`src/rtl/pm_event_pkg.sv`:
```
package pm_event_pkg;

    // Register offsets inside the power-management I/O block.
    localparam logic [1:0] OFS_STATUS = 2'h0;
    localparam logic [1:0] OFS_ENABLE = 2'h2;

    // Configuration-space offset of the power-management base address.
    localparam logic [7:0] CFG_OFS_PM_BASE = 8'h40;
    localparam int BASE_LSB = 6;
    localparam logic [31:0] CFG_UNMAPPED = 32'h0000_0000;

    // Bit positions shared by the status and enable registers.
    localparam int BIT_WAKE = 15;
    localparam int BIT_OVERRIDE = 11;
    localparam int BIT_ALARM = 10;
    localparam int BIT_BUTTON = 8;
    localparam int BIT_GLOBAL = 5;
    localparam int BIT_BUS_MASTER = 4;
    localparam int BIT_TIMER = 0;

    // Implemented bits; everything else is reserved and reads as zero.
    localparam logic [15:0] STATUS_MASK = 16'h8d31;
    localparam logic [15:0] ENABLE_MASK = 16'h0521;
    localparam logic [15:0] STATUS_RESET = 16'h0000;
    localparam logic [15:0] ENABLE_RESET = 16'h0000;
    localparam logic [15:0] PM_BASE_RESET = 16'h0000;

    // Clock rate and the two button times, as printed, then in cycles.
    localparam longint CLK_HZ = 100_000_000;
    localparam longint DEBOUNCE_MS = 16;
    localparam longint OVERRIDE_S = 4;
    localparam longint DEBOUNCE_CYC = (DEBOUNCE_MS * CLK_HZ + 999) / 1000;
    localparam longint OVERRIDE_CYC = OVERRIDE_S * CLK_HZ + 1;
    localparam int CNT_W = 29;

    // Power button sequencer states.
    typedef enum logic [1:0] {
        BTN_IDLE,
        BTN_PRESSED,
        BTN_OVERRIDDEN
    } btn_state_e;

    // One I/O cycle from the host as seen by the register bank.
    typedef struct packed {
        logic [15:0] addr;
        logic rd;
        logic wr;
        logic [1:0] be;
        logic [15:0] wdata;
    } io_req_s;

    // One configuration cycle towards function 3.
    typedef struct packed {
        logic [7:0] addr;
        logic rd;
        logic wr;
        logic [31:0] wdata;
    } cfg_req_s;

endpackage

```
`src/rtl/button_timer.sv`:
```
`timescale 1ns/1ps
`default_nettype none

module button_timer
    import pm_event_pkg::*;
#(
    parameter logic [CNT_W-1:0] DEBOUNCE_CYCLES = CNT_W'(DEBOUNCE_CYC),
    parameter logic [CNT_W-1:0] OVERRIDE_CYCLES = CNT_W'(OVERRIDE_CYC)
) (
    input wire logic mclk_i,
    input wire logic rst_n_i,
    input wire logic power_button_n_i,
    output logic press_o,
    output logic override_o
);

    typedef struct packed {
        btn_state_e st;
        logic [CNT_W-1:0] cnt;
        logic press;
        logic override;
    } state_s;

    state_s cur_r;
    state_s cur_nxt;

    // Counts how long the button has been held low; a release restarts everything.
    always_comb begin
        cur_nxt = cur_r;
        cur_nxt.press = 1'b0;
        cur_nxt.override = 1'b0;
        if (power_button_n_i) begin
            cur_nxt.st = BTN_IDLE;
            cur_nxt.cnt = '0;
        end else begin
            if (cur_r.st != BTN_OVERRIDDEN) begin
                cur_nxt.cnt = cur_r.cnt + CNT_W'(1);
            end
            case (cur_r.st)
                BTN_IDLE: begin
                    if (cur_nxt.cnt == DEBOUNCE_CYCLES) begin
                        cur_nxt.press = 1'b1;
                        cur_nxt.st = BTN_PRESSED;
                    end
                end
                BTN_PRESSED: begin
                    if (cur_nxt.cnt == OVERRIDE_CYCLES) begin
                        cur_nxt.override = 1'b1;
                        cur_nxt.st = BTN_OVERRIDDEN;
                    end
                end
                BTN_OVERRIDDEN: begin
                    cur_nxt.st = BTN_OVERRIDDEN;
                end
                default: begin
                    cur_nxt.st = BTN_IDLE;
                end
            endcase
        end
    end

    // State register with synchronous reset.
    always_ff @(posedge mclk_i) begin
        if (!rst_n_i) begin
            cur_r <= '{st: BTN_IDLE, cnt: '0, press: 1'b0, override: 1'b0};
        end else begin
            cur_r <= cur_nxt;
        end
    end

    assign press_o = cur_r.press;
    assign override_o = cur_r.override;

endmodule

`default_nettype wire

```
`src/rtl/pm_event_status_enable.sv`:
```
`timescale 1ns/1ps
`default_nettype none

module pm_event_status_enable
    import pm_event_pkg::*;
#(
    parameter logic [CNT_W-1:0] DEBOUNCE_CYCLES = CNT_W'(DEBOUNCE_CYC),
    parameter logic [CNT_W-1:0] OVERRIDE_CYCLES = CNT_W'(OVERRIDE_CYC)
) (
    input wire logic mclk_i,
    input wire logic rst_n_i,
    input wire logic [7:0] cfg_addr_i,
    input wire logic cfg_rd_i,
    input wire logic cfg_wr_i,
    input wire logic [31:0] cfg_wdata_i,
    output logic [31:0] cfg_rdata_o,
    output logic cfg_ack_o,
    input wire logic pm_io_space_enable_i,
    input wire logic [15:0] io_addr_i,
    input wire logic io_rd_i,
    input wire logic io_wr_i,
    input wire logic [1:0] io_be_i,
    input wire logic [15:0] io_wdata_i,
    output logic [15:0] io_rdata_o,
    output logic io_hit_o,
    input wire logic power_button_n_i,
    input wire logic override_enable_i,
    input wire logic rtc_irq_i,
    input wire logic [3:0] pci_request_in_i,
    input wire logic pci_hold_request_n_i,
    input wire logic pm_timer_bit23_i,
    input wire logic firmware_release_i,
    input wire logic acpi_irq_enable_i,
    input wire logic sleeping_i,
    output logic sci_req_o,
    output logic mgmt_interrupt_n_o,
    output logic system_on_o,
    output logic soft_off_o
);

    // Everything the bank remembers, registered as one word.
    typedef struct packed {
        logic [15:0] pm_base;
        logic [15:0] status;
        logic [15:0] enable;
        logic rtc_prev;
        logic tmr_prev;
        logic tmr_seen;
        logic [15:0] io_rdata;
        logic io_hit;
        logic [31:0] cfg_rdata;
        logic cfg_ack;
        logic sci_req;
        logic smi_n;
        logic system_on;
        logic soft_off;
    } state_s;

    state_s cur_r;
    state_s cur_nxt;

    io_req_s io_req;
    cfg_req_s cfg_req;

    logic btn_press;
    logic btn_override;

    // Expands the two byte enables into a 16-bit lane mask.
    function automatic logic [15:0] lane_mask(input logic [1:0] be);
        lane_mask = {{8{be[1]}}, {8{be[0]}}};
    endfunction

    // Checks whether a host I/O address falls on a given register offset.
    function automatic logic io_decode(input logic [15:0] addr, input logic [15:0] base,
                                       input logic [1:0] ofs);
        io_decode = (addr[15:BASE_LSB] == base[15:BASE_LSB])
                    && (addr[BASE_LSB-1:2] == '0) && (addr[1:0] == {ofs[1], 1'b0});
    endfunction

    // Gathers the bus pins into the request carriers.
    assign io_req = '{addr: io_addr_i, rd: io_rd_i, wr: io_wr_i, be: io_be_i, wdata: io_wdata_i};
    assign cfg_req = '{addr: cfg_addr_i, rd: cfg_rd_i, wr: cfg_wr_i, wdata: cfg_wdata_i};

    // Debounce and override timing of the power button.
    button_timer #(
        .DEBOUNCE_CYCLES(DEBOUNCE_CYCLES),
        .OVERRIDE_CYCLES(OVERRIDE_CYCLES)
    ) u_button_timer (
        .mclk_i(mclk_i),
        .rst_n_i(rst_n_i),
        .power_button_n_i(power_button_n_i),
        .press_o(btn_press),
        .override_o(btn_override)
    );

    // Next-state logic of the whole bank.
    always_comb begin
        logic hit_sts;
        logic hit_en;
        logic [15:0] lanes;
        logic [15:0] set_bits;
        logic [15:0] clr_bits;
        logic [15:0] hw_clr;
        logic override_evt;
        logic alarm_evt;
        logic timer_evt;
        logic resume_evt;
        logic btn_req;
        hit_sts = 1'b0;
        hit_en = 1'b0;
        lanes = 16'h0000;
        set_bits = 16'h0000;
        clr_bits = 16'h0000;
        hw_clr = 16'h0000;
        override_evt = 1'b0;
        alarm_evt = 1'b0;
        timer_evt = 1'b0;
        resume_evt = 1'b0;
        btn_req = 1'b0;
        cur_nxt = cur_r;

        // Configuration port: only the base address dword is mapped.
        cur_nxt.cfg_ack = cfg_req.rd | cfg_req.wr;
        cur_nxt.cfg_rdata = CFG_UNMAPPED;
        if (cfg_req.addr[7:2] == CFG_OFS_PM_BASE[7:2]) begin
            if (cfg_req.wr) begin
                cur_nxt.pm_base = {cfg_req.wdata[15:BASE_LSB], {BASE_LSB{1'b0}}};
            end
            if (cfg_req.rd) begin
                cur_nxt.cfg_rdata = {16'h0000, cur_r.pm_base[15:1], 1'b1};
            end
        end

        // I/O decode is live only while the space enable is set.
        if (pm_io_space_enable_i) begin
            hit_sts = io_decode(io_req.addr, cur_r.pm_base, OFS_STATUS);
            hit_en = io_decode(io_req.addr, cur_r.pm_base, OFS_ENABLE);
        end
        lanes = lane_mask(io_req.be);
        cur_nxt.io_hit = (hit_sts | hit_en) & (io_req.rd | io_req.wr);
        cur_nxt.io_rdata = 16'h0000;
        if (io_req.rd && hit_sts) begin
            cur_nxt.io_rdata = cur_r.status & STATUS_MASK & lanes;
        end
        if (io_req.rd && hit_en) begin
            cur_nxt.io_rdata = cur_r.enable & ENABLE_MASK & lanes;
        end

        // Enable register: plain read/write of the implemented bits.
        if (io_req.wr && hit_en) begin
            cur_nxt.enable = (cur_r.enable & ~lanes)
                             | (io_req.wdata & lanes & ENABLE_MASK);
        end

        // Software clear: ones clear, zeros leave the flag alone.
        if (io_req.wr && hit_sts) begin
            clr_bits = io_req.wdata & lanes & STATUS_MASK;
        end

        // Hardware event detection.
        override_evt = btn_press ? 1'b0 : (btn_override & override_enable_i);
        alarm_evt = rtc_irq_i & ~cur_r.rtc_prev;
        cur_nxt.rtc_prev = rtc_irq_i;
        cur_nxt.tmr_prev = pm_timer_bit23_i;
        cur_nxt.tmr_seen = 1'b1;
        timer_evt = cur_r.tmr_seen & (pm_timer_bit23_i ^ cur_r.tmr_prev);

        // Resume: button always, alarm only when enabled.
        resume_evt = sleeping_i
                     & (btn_press | (alarm_evt & cur_r.enable[BIT_ALARM]));

        // Hardware set terms, one per flag.
        set_bits[BIT_WAKE] = resume_evt;
        set_bits[BIT_OVERRIDE] = override_evt;
        set_bits[BIT_ALARM] = alarm_evt;
        set_bits[BIT_BUTTON] = btn_press;
        set_bits[BIT_GLOBAL] = firmware_release_i & cur_r.enable[BIT_GLOBAL];
        set_bits[BIT_BUS_MASTER] = (|pci_request_in_i) | ~pci_hold_request_n_i;
        set_bits[BIT_TIMER] = timer_evt;

        // Override takes the button flag away.
        hw_clr[BIT_BUTTON] = override_evt;

        // Set wins over any clear; software alone can never set.
        cur_nxt.status = ((cur_r.status & ~clr_bits & ~hw_clr) | set_bits) & STATUS_MASK;

        // Power state requests are one-cycle pulses.
        cur_nxt.system_on = resume_evt;
        cur_nxt.soft_off = override_evt;

        // Request lines follow the flags and enables.
        btn_req = cur_r.status[BIT_BUTTON] & cur_r.enable[BIT_BUTTON];
        cur_nxt.sci_req = (cur_r.status[BIT_TIMER] & cur_r.enable[BIT_TIMER])
                          | (cur_r.status[BIT_GLOBAL] & cur_r.enable[BIT_GLOBAL])
                          | (btn_req & acpi_irq_enable_i);
        cur_nxt.smi_n = ~(btn_req & ~acpi_irq_enable_i);
    end

    // State register with synchronous reset to the documented defaults.
    always_ff @(posedge mclk_i) begin
        if (!rst_n_i) begin
            cur_r <= '{
                pm_base: PM_BASE_RESET,
                status: STATUS_RESET,
                enable: ENABLE_RESET,
                rtc_prev: 1'b0,
                tmr_prev: 1'b0,
                tmr_seen: 1'b0,
                io_rdata: 16'h0000,
                io_hit: 1'b0,
                cfg_rdata: 32'h0000_0000,
                cfg_ack: 1'b0,
                sci_req: 1'b0,
                smi_n: 1'b1,
                system_on: 1'b0,
                soft_off: 1'b0
            };
        end else begin
            cur_r <= cur_nxt;
        end
    end

    // Every output is a field of the state register.
    assign cfg_rdata_o = cur_r.cfg_rdata;
    assign cfg_ack_o = cur_r.cfg_ack;
    assign io_rdata_o = cur_r.io_rdata;
    assign io_hit_o = cur_r.io_hit;
    assign sci_req_o = cur_r.sci_req;
    assign mgmt_interrupt_n_o = cur_r.smi_n;
    assign system_on_o = cur_r.system_on;
    assign soft_off_o = cur_r.soft_off;

endmodule

`default_nettype wire

```
`config.mk`:
```
export PLATFORM = sky130hd
export DESIGN_NAME = pm_event_status_enable
export DESIGN_NICKNAME = d
export VERILOG_FILES = /design/src/rtl/pm_event_pkg.sv /design/src/rtl/button_timer.sv /design/src/rtl/pm_event_status_enable.sv
export SDC_FILE = /design/constraint.sdc
export NUM_CORES = 1
export LEC_CHECK = 0
export BUFFER_PORTS_ARGS = -buffer_cell sky130_fd_sc_hd__buf_2
export CELL_PAD_IN_SITES_DETAIL_PLACEMENT = 0
export CELL_PAD_IN_SITES_GLOBAL_PLACEMENT = 1
export CORE_UTILIZATION = 39
export CTS_CLUSTER_DIAMETER = 200
export DETAILED_ROUTE_END_ITERATION = 7
export PLACE_DENSITY_LB_ADDON = 0.25
export SYNTH_ARGS = -nofsm -noshare
export SYNTH_HDL_FRONTEND = slang
export SYNTH_SLANG_ARGS = --single-unit
```
`constraint.sdc`:
```
create_clock -name mclk_i -period 7.2 [get_ports mclk_i]
set_input_delay 0.72 -clock mclk_i [delete_from_list [all_inputs] [get_ports mclk_i]]
set_output_delay 0.72 -clock mclk_i [all_outputs]
set_load 0.05 [all_outputs]
```
==> reports/summary.md, run 1 <==
Detailed placement ended at an HPWL of 6670 um. TritonCTS built the clock tree. Class of the tightest hold or removal check: register to register. The count of buffers added on input and output ports is 83.

On the final layout, the worst clock skew is 0.00899 ns. Leakage power: 1.86 nW. The clock passes through at most 2 buffers.

The tree is rooted in a clkbuf_8. At the end of routability-driven placement, the weighted congestion stood at 0.826. For this run, the leading register cell type out of synthesis is dfxtp_1.

The tree built by TritonCTS fans out to 81 sinks. The final clock period utilization by the worst path is 0.491, and the initial antenna violation count is 0. For the number of pins with negative max-slew slack in the final report, the log shows 0.

The run gives 57 as the number of unique standard cell types used by synthesis. The total power density per cell area was 192 nW/um^2. Hold is met by 0.462 ns.

The routed wirelength normalized by instance count came out at 13.4 um. The detailed router placed 3226 vias in this run. The horizontal die dimension was 105 um; the length of the first detailed-routing pass in iterations was 6. Aggregate routed wire length: 8890 um. The clock period minus final worst setup slack works out to 3.53 ns. For the count of hold buffers inserted by post-cts repair, the log shows 0. The buffers inserted during post-CTS setup optimization came out at 0. The total congestion overflow after global routing is 0, and the delay of the slowest cell on the worst path is 0.81 ns.

Using the TritonRoute via totals, the vias-per-cell ratio works out to 4.87. The tools report the post-route core utilization as 0.446. The slowest stage of the critical path belongs to the cell nor4_1. Kind of start point of the critical path: a register. The count of boundary I/O pins came out at 147. At the pin with the least slew margin, the transition time is 0.911 ns.

The final number of setup-violating endpoints came out at 0. In the post-synthesis netlist, the biggest area contributors are dfxtp_1 39%, buf_4 8.8%, nor2_1 5.5%. Leaving out fill and tap cells, the most frequent cell in the layout is buf_2. IR analysis of the VDD net gives a maximum drop of 0.0000975 V. The row count came out at 37. The run gives 2936 as the via count of the first global-routing pass.

The share of async-settable or async-resettable flops after synthesis was 0; the area taken by multi-input logic gates was 2130 um^2. From synthesis to final layout, the design area changed by 11.3%. The run gives 3 as the count of H-tree levels built during CTS. The remaining antenna violation count after routing was 0.

The proportion of netlist area held by the largest area contributor works out to 0.394. The fill cell instance count of the final layout came out at 1048. The total area inside the core boundary comes to 10300 um^2. The floorplan step set the die height to 105 um. Entering global routing, the biggest net connects 29 pins.

The logs give 0 for the number of synthesis warnings and 0 ns for the final setup TNS. The relative max-transition margin is 0.387. Based on the critical path, the design can be clocked at up to 0.283 GHz.

The synthesized area divided by synthesized cell count is 8.83 um^2, and the first-pass GRT wire length is 14300 um. For this run, design rule violations remaining after detail routing come to 0. The placed cell count came out at 647.

Across the whole layout, storage elements account for 1620 um^2. The data required time at the worst endpoint is 7.45 ns, and the number of maximum-capacitance violations is 0. Summed over all instances, the cell type with the most area after synthesis is dfxtp_1. Excluding fillers, the count of instances in the completed layout stands at 663.

The initial core utilization was 0.400. After clock tree synthesis, the clock-pin slew on the worst setup and hold paths is 0.09 ns. In this run, the number of DRC markers left after iteration 0 of detailed routing was 115. The antenna diode count was 0; the arrival time reported for the critical path endpoint was 3.79 ns.

Post-synthesis sequential area ratio: 0.394. Counting the buffers created by CTS gives 9. The run gives 0.164 as the global router's overall resource usage. STA classifies the critical path endpoint as a register. The die area was 11000 um^2; the summed instance area of the synthesized netlist was 4110 um^2. Setup repair after global routing left no endpoint under its margin. The number of enable-type register cells in the synthesized netlist is 0.

Traced cell by cell, the critical path runs through inv_1 -> ha_1 -> nand3b_1 -> nor4_1 -> nand4_1 -> xnor2_1 -> a2111oi_2 -> nor4bb_4 -> nand2b_4 -> a211oi_2 -> a41o_1. The clock insertion delay at the later pin of the skew report came out at 0.35 ns. The flow ran to the end, and the final reports show no timing, DRC or antenna violations. The count of state elements after synthesis is 81, and the ratio of cells with drive above 1 in the final layout is 0.216.

The post-cts gate resize count is 0, and the worst-path maximum fanout is 10. The top cell types in the final layout, fill and taps aside, are 83 x buf_2, 81 x dfxtp_1, 60 x nor2_1, 31 x nand2_1, 30 x conb_1. After technology mapping, the gate count stands at 466.

The logs give 0 for the final count of hold timing violations and 619 for the count of nets after finishing. Critical path class: register to register.
registers in the layout, indices dropped and copies added (netlist names), named ones only:
name                       count
system_on_o                    1
cfg_rdata_o                   11
u_button_timer.cur_r          31
u_button_timer.press_o         1
cfg_ack_o                      1
io_rdata_o                     7
cur_r                         20
u_button_timer.override_o      1
mgmt_interrupt_n_o             1
io_hit_o                       1
sci_req_o                      1
soft_off_o                     1
metal layers:
metal,track usage,vias to the layer above,share of wire
met4,0.0402,0,0.011
li1,-,1662,-
met1,0.209,1463,0.48
met3,0.0493,8,0.060
met2,0.269,93,0.45
met5,0,-,0
through the flow:
| step | total power [mW] | setup WS [ns] | area (um^2) |
|---|---|---|---|
| after floorplan | 0.528 | 4.17 | 4220 |
| after global placement | 0.538 | 3.73 | 4370 |
| after detailed placement | 0.538 | 3.70 | 4370 |
| after CTS | 0.893 | 3.68 | 4580 |
| after global routing | 0.919 | 3.44 | 4580 |
| final | 0.880 | 3.67 | 4580 |
power by group:
| group | switching (mW) | internal, mW | total [mW] |
|---|---|---|---|
| logic | 0.0558 | 0.0193 | 0.0751 |
| clock network | 0.184 | 0.167 | 0.351 |
| registers | 0.00207 | 0.451 | 0.453 |
| total | 0.242 | 0.637 | 0.880 |
synth_stat cells, types with 5 or more instances:
library cell / instances
nor2_1: 60
a22oi_1: 8
nand3_1: 15
nor4_1: 6
or3_1: 6
mux2i_1: 15
buf_2: 6
o21ai_0: 9
nand2_1: 31
dfxtp_1: 81
xor2_1: 16
clkbuf_1: 13
xnor2_1: 22
nor3_1: 11
nand4_1: 15
and3_1: 5
inv_1: 7
a21oi_1: 10
and4_1: 8
buf_4: 48
and2_1: 16
logic make-up after synthesis:
| group | Yosys count | synth area share |
|---|---|---|
| xor gates and xnor gates | 38 | 0.0809 |
| adders and majority gates | 4 | 0.0122 |
| buffers and inverters | 75 | 0.114 |
| muxes | 15 | 0.0365 |
| AOI/OAI and AO/OA | 49 | 0.0891 |
| and+or+nand+nor | 203 | 0.272 |
| DFF | 81 | 0.394 |
| other | 1 | 0.000912 |
area by class of cell:
cell class / instances / share of cell area
well taps: 136 / 0.0371
clock buffers: 9 / 0.0270
multi-input cells: 339 / 0.465
inverters: 7 / 0.00574
repair buffers: 84 / 0.0923
flip-flops and latches: 81 / 0.354
clock inverters: 7 / 0.0183
critical path: cells and delay by family (launching register included):
kind | cells | cell delay (ns)
AOI/OAI and AO/OA | 3 | 0.61
xor gates and xnor gates | 1 | 0.20
adders and majority gates | 1 | 0.31
buffers and inverters | 1 | 0.08
and+or+nand+nor | 5 | 1.88
DFF | 1 | 0.37
path summary, 6_finish.rpt:
check / cells past startpoint / slack (ns) / from / endpoint
setup / recovery: 11 / 3.67 / u_button_timer.cur_r[31] / u_button_timer.cur_r[32]
hold / removal: 1 / 0.46 / register / mgmt_interrupt_n_o
hold reg to reg: 1 / 0.46 / register / mgmt_interrupt_n_o
setup reg to reg: 11 / 3.67 / u_button_timer.cur_r[31] / u_button_timer.cur_r[32]
Power figures use the tool's default switching activity.
==> run 2: changes to the inputs <==
--- a/config.mk
+++ b/config.mk
@@ -5,10 +5,11 @@
 export SDC_FILE = /design/constraint.sdc
 export NUM_CORES = 1
 export LEC_CHECK = 0
+export ABC_AREA = 1
 export BUFFER_PORTS_ARGS = -buffer_cell sky130_fd_sc_hd__buf_2
 export CELL_PAD_IN_SITES_DETAIL_PLACEMENT = 0
 export CELL_PAD_IN_SITES_GLOBAL_PLACEMENT = 1
-export CORE_UTILIZATION = 39
+export CORE_UTILIZATION = 32
 export CTS_CLUSTER_DIAMETER = 200
 export DETAILED_ROUTE_END_ITERATION = 7
 export PLACE_DENSITY_LB_ADDON = 0.25
==> constraint.sdc (replaced) <==
create_clock -name mclk_i -period 3.2 [get_ports mclk_i]
set_input_delay 0.32 -clock mclk_i [delete_from_list [all_inputs] [get_ports mclk_i]]
set_output_delay 0.32 -clock mclk_i [all_outputs]
set_load 0.05 [all_outputs]
==> reports/summary.md, run 2 <==
The flow ran to the end, and the final reports show no timing, DRC or antenna violations. Measured in cells, the most critical reg-to-reg path has a length of 18. The signed area change from the synthesized netlist to the final layout works out to 15.5%. The library cell used most frequently in the layout, excluding fill and tap cells, is nand2_1. The number of enable-type register cells in the synthesized netlist is 0. The run gives 0.274 as the relative max-transition margin. No sink is reached through more buffers than the 2 on the longest clock path. Setup repair after global routing left no endpoint under its margin. By startpoint and endpoint, the worst setup path is classified as register to register. The worst-case IR drop observed on VDD is 0.000208 V.

For the count of nets after finishing, the log shows 830. The dominant cell by count in the synthesized netlist was nand2_1. The buffers inserted during post-CTS setup optimization was 0; the chip height was 121 um. The post-cts gate resize count came out at 0. The register with the most flip-flops in the final layout is u_button_timer.cur_r. The total power density per cell area came out at 464 nW/um^2. Setup violations remaining at the end of the flow were counted as 0. After synthesis the cells add up to 4500 um^2. Leaving out fill and tap cells, the most frequent cells in the layout are 143 x nand2_1, 107 x nor2_1, 84 x inv_1, 83 x buf_2, 81 x dfxtp_1. Largest area contributor in the netlist: dfxtp_1. The initial core utilization is 0.334. Synthesis handed over a netlist of 666 instances. At the end of routability-driven placement, the weighted congestion stood at 0.856. Once detail routing completed, the nets flagged for antenna violations numbered 0. The final clock period utilization by the worst path came out at 0.827.

For the worst setup path, the data required time is 3.38 ns. The setup check on the worst reg-to-reg path leaves a slack of 0.55 ns. Entering global routing, the biggest net connects 31 pins. The worst hold path belongs to the class primary input to register.

Yosys attributes the largest share of cell area to dfxtp_1 36%, nand2_1 12%, nor2_1 8.9%. The initial antenna violation count is 0, and the synthesized area divided by synthesized cell count is 6.75 um^2. The run gives 3755 as the via count of the first global-routing pass. Prior to clock tree synthesis, the placed netlist has a worst setup slack of 0.591 ns.

The netlist uses 44 different library cells. STA classifies the critical path endpoint as a register. Wires add up to 11000 um.

The vias after detailed routing is 4099, and the clock sink count is 81. For the worst setup path, the data arrival time is 2.83 ns. In the synthesized netlist the dominant register cell turns out to be dfxtp_1. The run gives 195 as the number of DRC violations after detailed-routing iteration 0. Clock-pin slew was measured on the worst setup and hold paths at 0.06 ns.

The first-pass GRT wire length was 18100 um. End of the worst register-to-register path: u_button_timer.cur_r[31]. Start point of the critical path: u_button_timer.cur_r[31]. CTS built an H-tree with a depth of 3. The logs give 0.160 for the global router's overall resource usage and 42 for the row count. Across all setup checks in the final design, the least slack found is 0.553 ns.

Dividing the detail-routed wire length by the instance count gives 12.1 um. The tools report the final count of hold timing violations as 0. In the routed design, unresolved DRC markers number 0. The ratio of cells with drive above 1 in the final layout came out at 0.195.

The die area is 14500 um^2, and the slew at the pin with the worst max-slew slack is 1.09 ns. The clock insertion delay at the later pin of the skew report is 0.35 ns. The count of hold buffers inserted by post-cts repair was 0; the post-synthesis sequential area ratio was 0.361. The area of the core region was 13500 um^2. The number of clock buffers added by TritonCTS is 9. For this run, the detailed router's first-pass iteration total came to 5. In the final timing run, aggregate negative setup slack is 0 ns. The via count normalized by instance count came out at 4.48. The worst clock skew was 0.00944 ns.

Count of boundary I/O pins: 147. For this run, the number of Yosys warnings is 0. After layout, the minimum clock period comes to 2.65 ns.

The tools report the launch instance of the worst register-to-register path as u_button_timer.cur_r[31]. By count the netlist is led by 143 x nand2_1, 107 x nor2_1, 84 x inv_1. The register with the most flip-flops in the layout has 31 of them. Along the worst path, the maximum fanout reaches 8. TritonCTS built the clock tree. For the detailed-placement wirelength estimate, the log shows 8520 um.

Global routing finished with a remaining overflow of 0. Max-cap violations in this run came to 0. The post-route core utilization was 0.386; the number of pins with negative max-slew slack in the final report was 0. The quantity of I/O buffers inserted on ports works out to 83. Kind of start point of the critical path: a register.

The proportion of netlist area held by the largest area contributor is 0.361, and the horizontal die dimension is 121 um. After synthesis the netlist holds a flip-flop and latch count of 81. The capturing instance or port of the critical path was u_button_timer.cur_r[31].

The repair_antennas step left the layout with diodes totalling 0. The maximum clock rate is 0.378 GHz. Library cell used as clock root buffer: clkbuf_16. The share of async-settable or async-resettable flops after synthesis is 0, and the leakage power is 2.34 nW.
## run 2: changes by cell type after synthesis, moves of 17 or more
cell and delta:
xnor2_1 -21, nor2_1 +47, nand3_1 +22, inv_1 +77, a21oi_1 +17, nand2_1 +112
## run 2: cells by family after synthesis
family	after synthesis	share of synthesized area
xor+xnor	9	0.0175
simple gates	370	0.380
compound gates	55	0.0662
other cells	1	0.000834
flops	81	0.361
buf+inv	146	0.164
fa+ha+maj	4	0.0111
## run 2: area by class of cell
class                           instances  area, um^2
Tap cell                              176         220
Clock inverter                          7         125
Inverter                               89         334
Clock buffer                            9         225
Timing Repair Buffer                   84         423
Multi-Input combinational cell        468        2250
Fill cell                            1442        8260
Sequential cell                        81        1620
## run 2: metrics by stage
| step | total power [mW] | hold WS (ns) | cells | instance area, um^2 |
|---|---|---|---|---|
| after global routing | 2.52 | 0.191 | 914 | 5190 |
| after detailed placement | 1.22 | 0.437 | 898 | 4840 |
| after CTS | 2.45 | 0.173 | 914 | 5190 |
| after floorplan | 1.20 | 0.348 | 695 | 4610 |
| after global placement | 1.22 | 0.437 | 898 | 4840 |
| final | 2.41 | 0.190 | 914 | 5190 |
## run 2: how the worst min path moves through the flow
stage	end	start	slack, ns	depth (start not counted)
6_report	cur_r[55]	pm_timer_bit23_i	0.19	3
3_5_place_dp	io_rdata_o[11]	cur_r[84]	0.44	2
2_1_floorplan	cur_r[54]	rst_n_i	0.35	0
5_1_grt	cur_r[56]	rtc_irq_i	0.19	3
3_3_place_gp	mgmt_interrupt_n_o	register	0.44	1
4_1_cts	cur_r[55]	pm_timer_bit23_i	0.17	3
## run 2: report_power, final
group	internal, mW	switching, mW	total [mW]
Combinational	0.0433	0.135	0.178
Clock	0.770	0.443	1.21
Sequential	1.02	0.00428	1.02
## run 2: layer usage
metal,vias up,GRT usage,share of wire
met5,-,0,0
met4,0,0.0648,0.017
met3,13,0.0325,0.059
met2,114,0.261,0.45
met1,1828,0.204,0.47
li1,2144,-,-
## run 2: worst max-delay path, stage by stage (launching register included)
cell	delay, ns
dfxtp_1	0.37
inv_1	0.09
ha_1	0.27
inv_2	0.19
nand2_2	0.09
nor2_4	0.23
nand2_4	0.13
nor2_8	0.17
nand2_1	0.07
nand2_1	0.09
nand2_2	0.10
nor2_1	0.10
nand2_1	0.06
nor2_1	0.13
nand3_1	0.11
nand2_1	0.11
nand2_1	0.06
nand2_1	0.07
a21oi_2	0.05
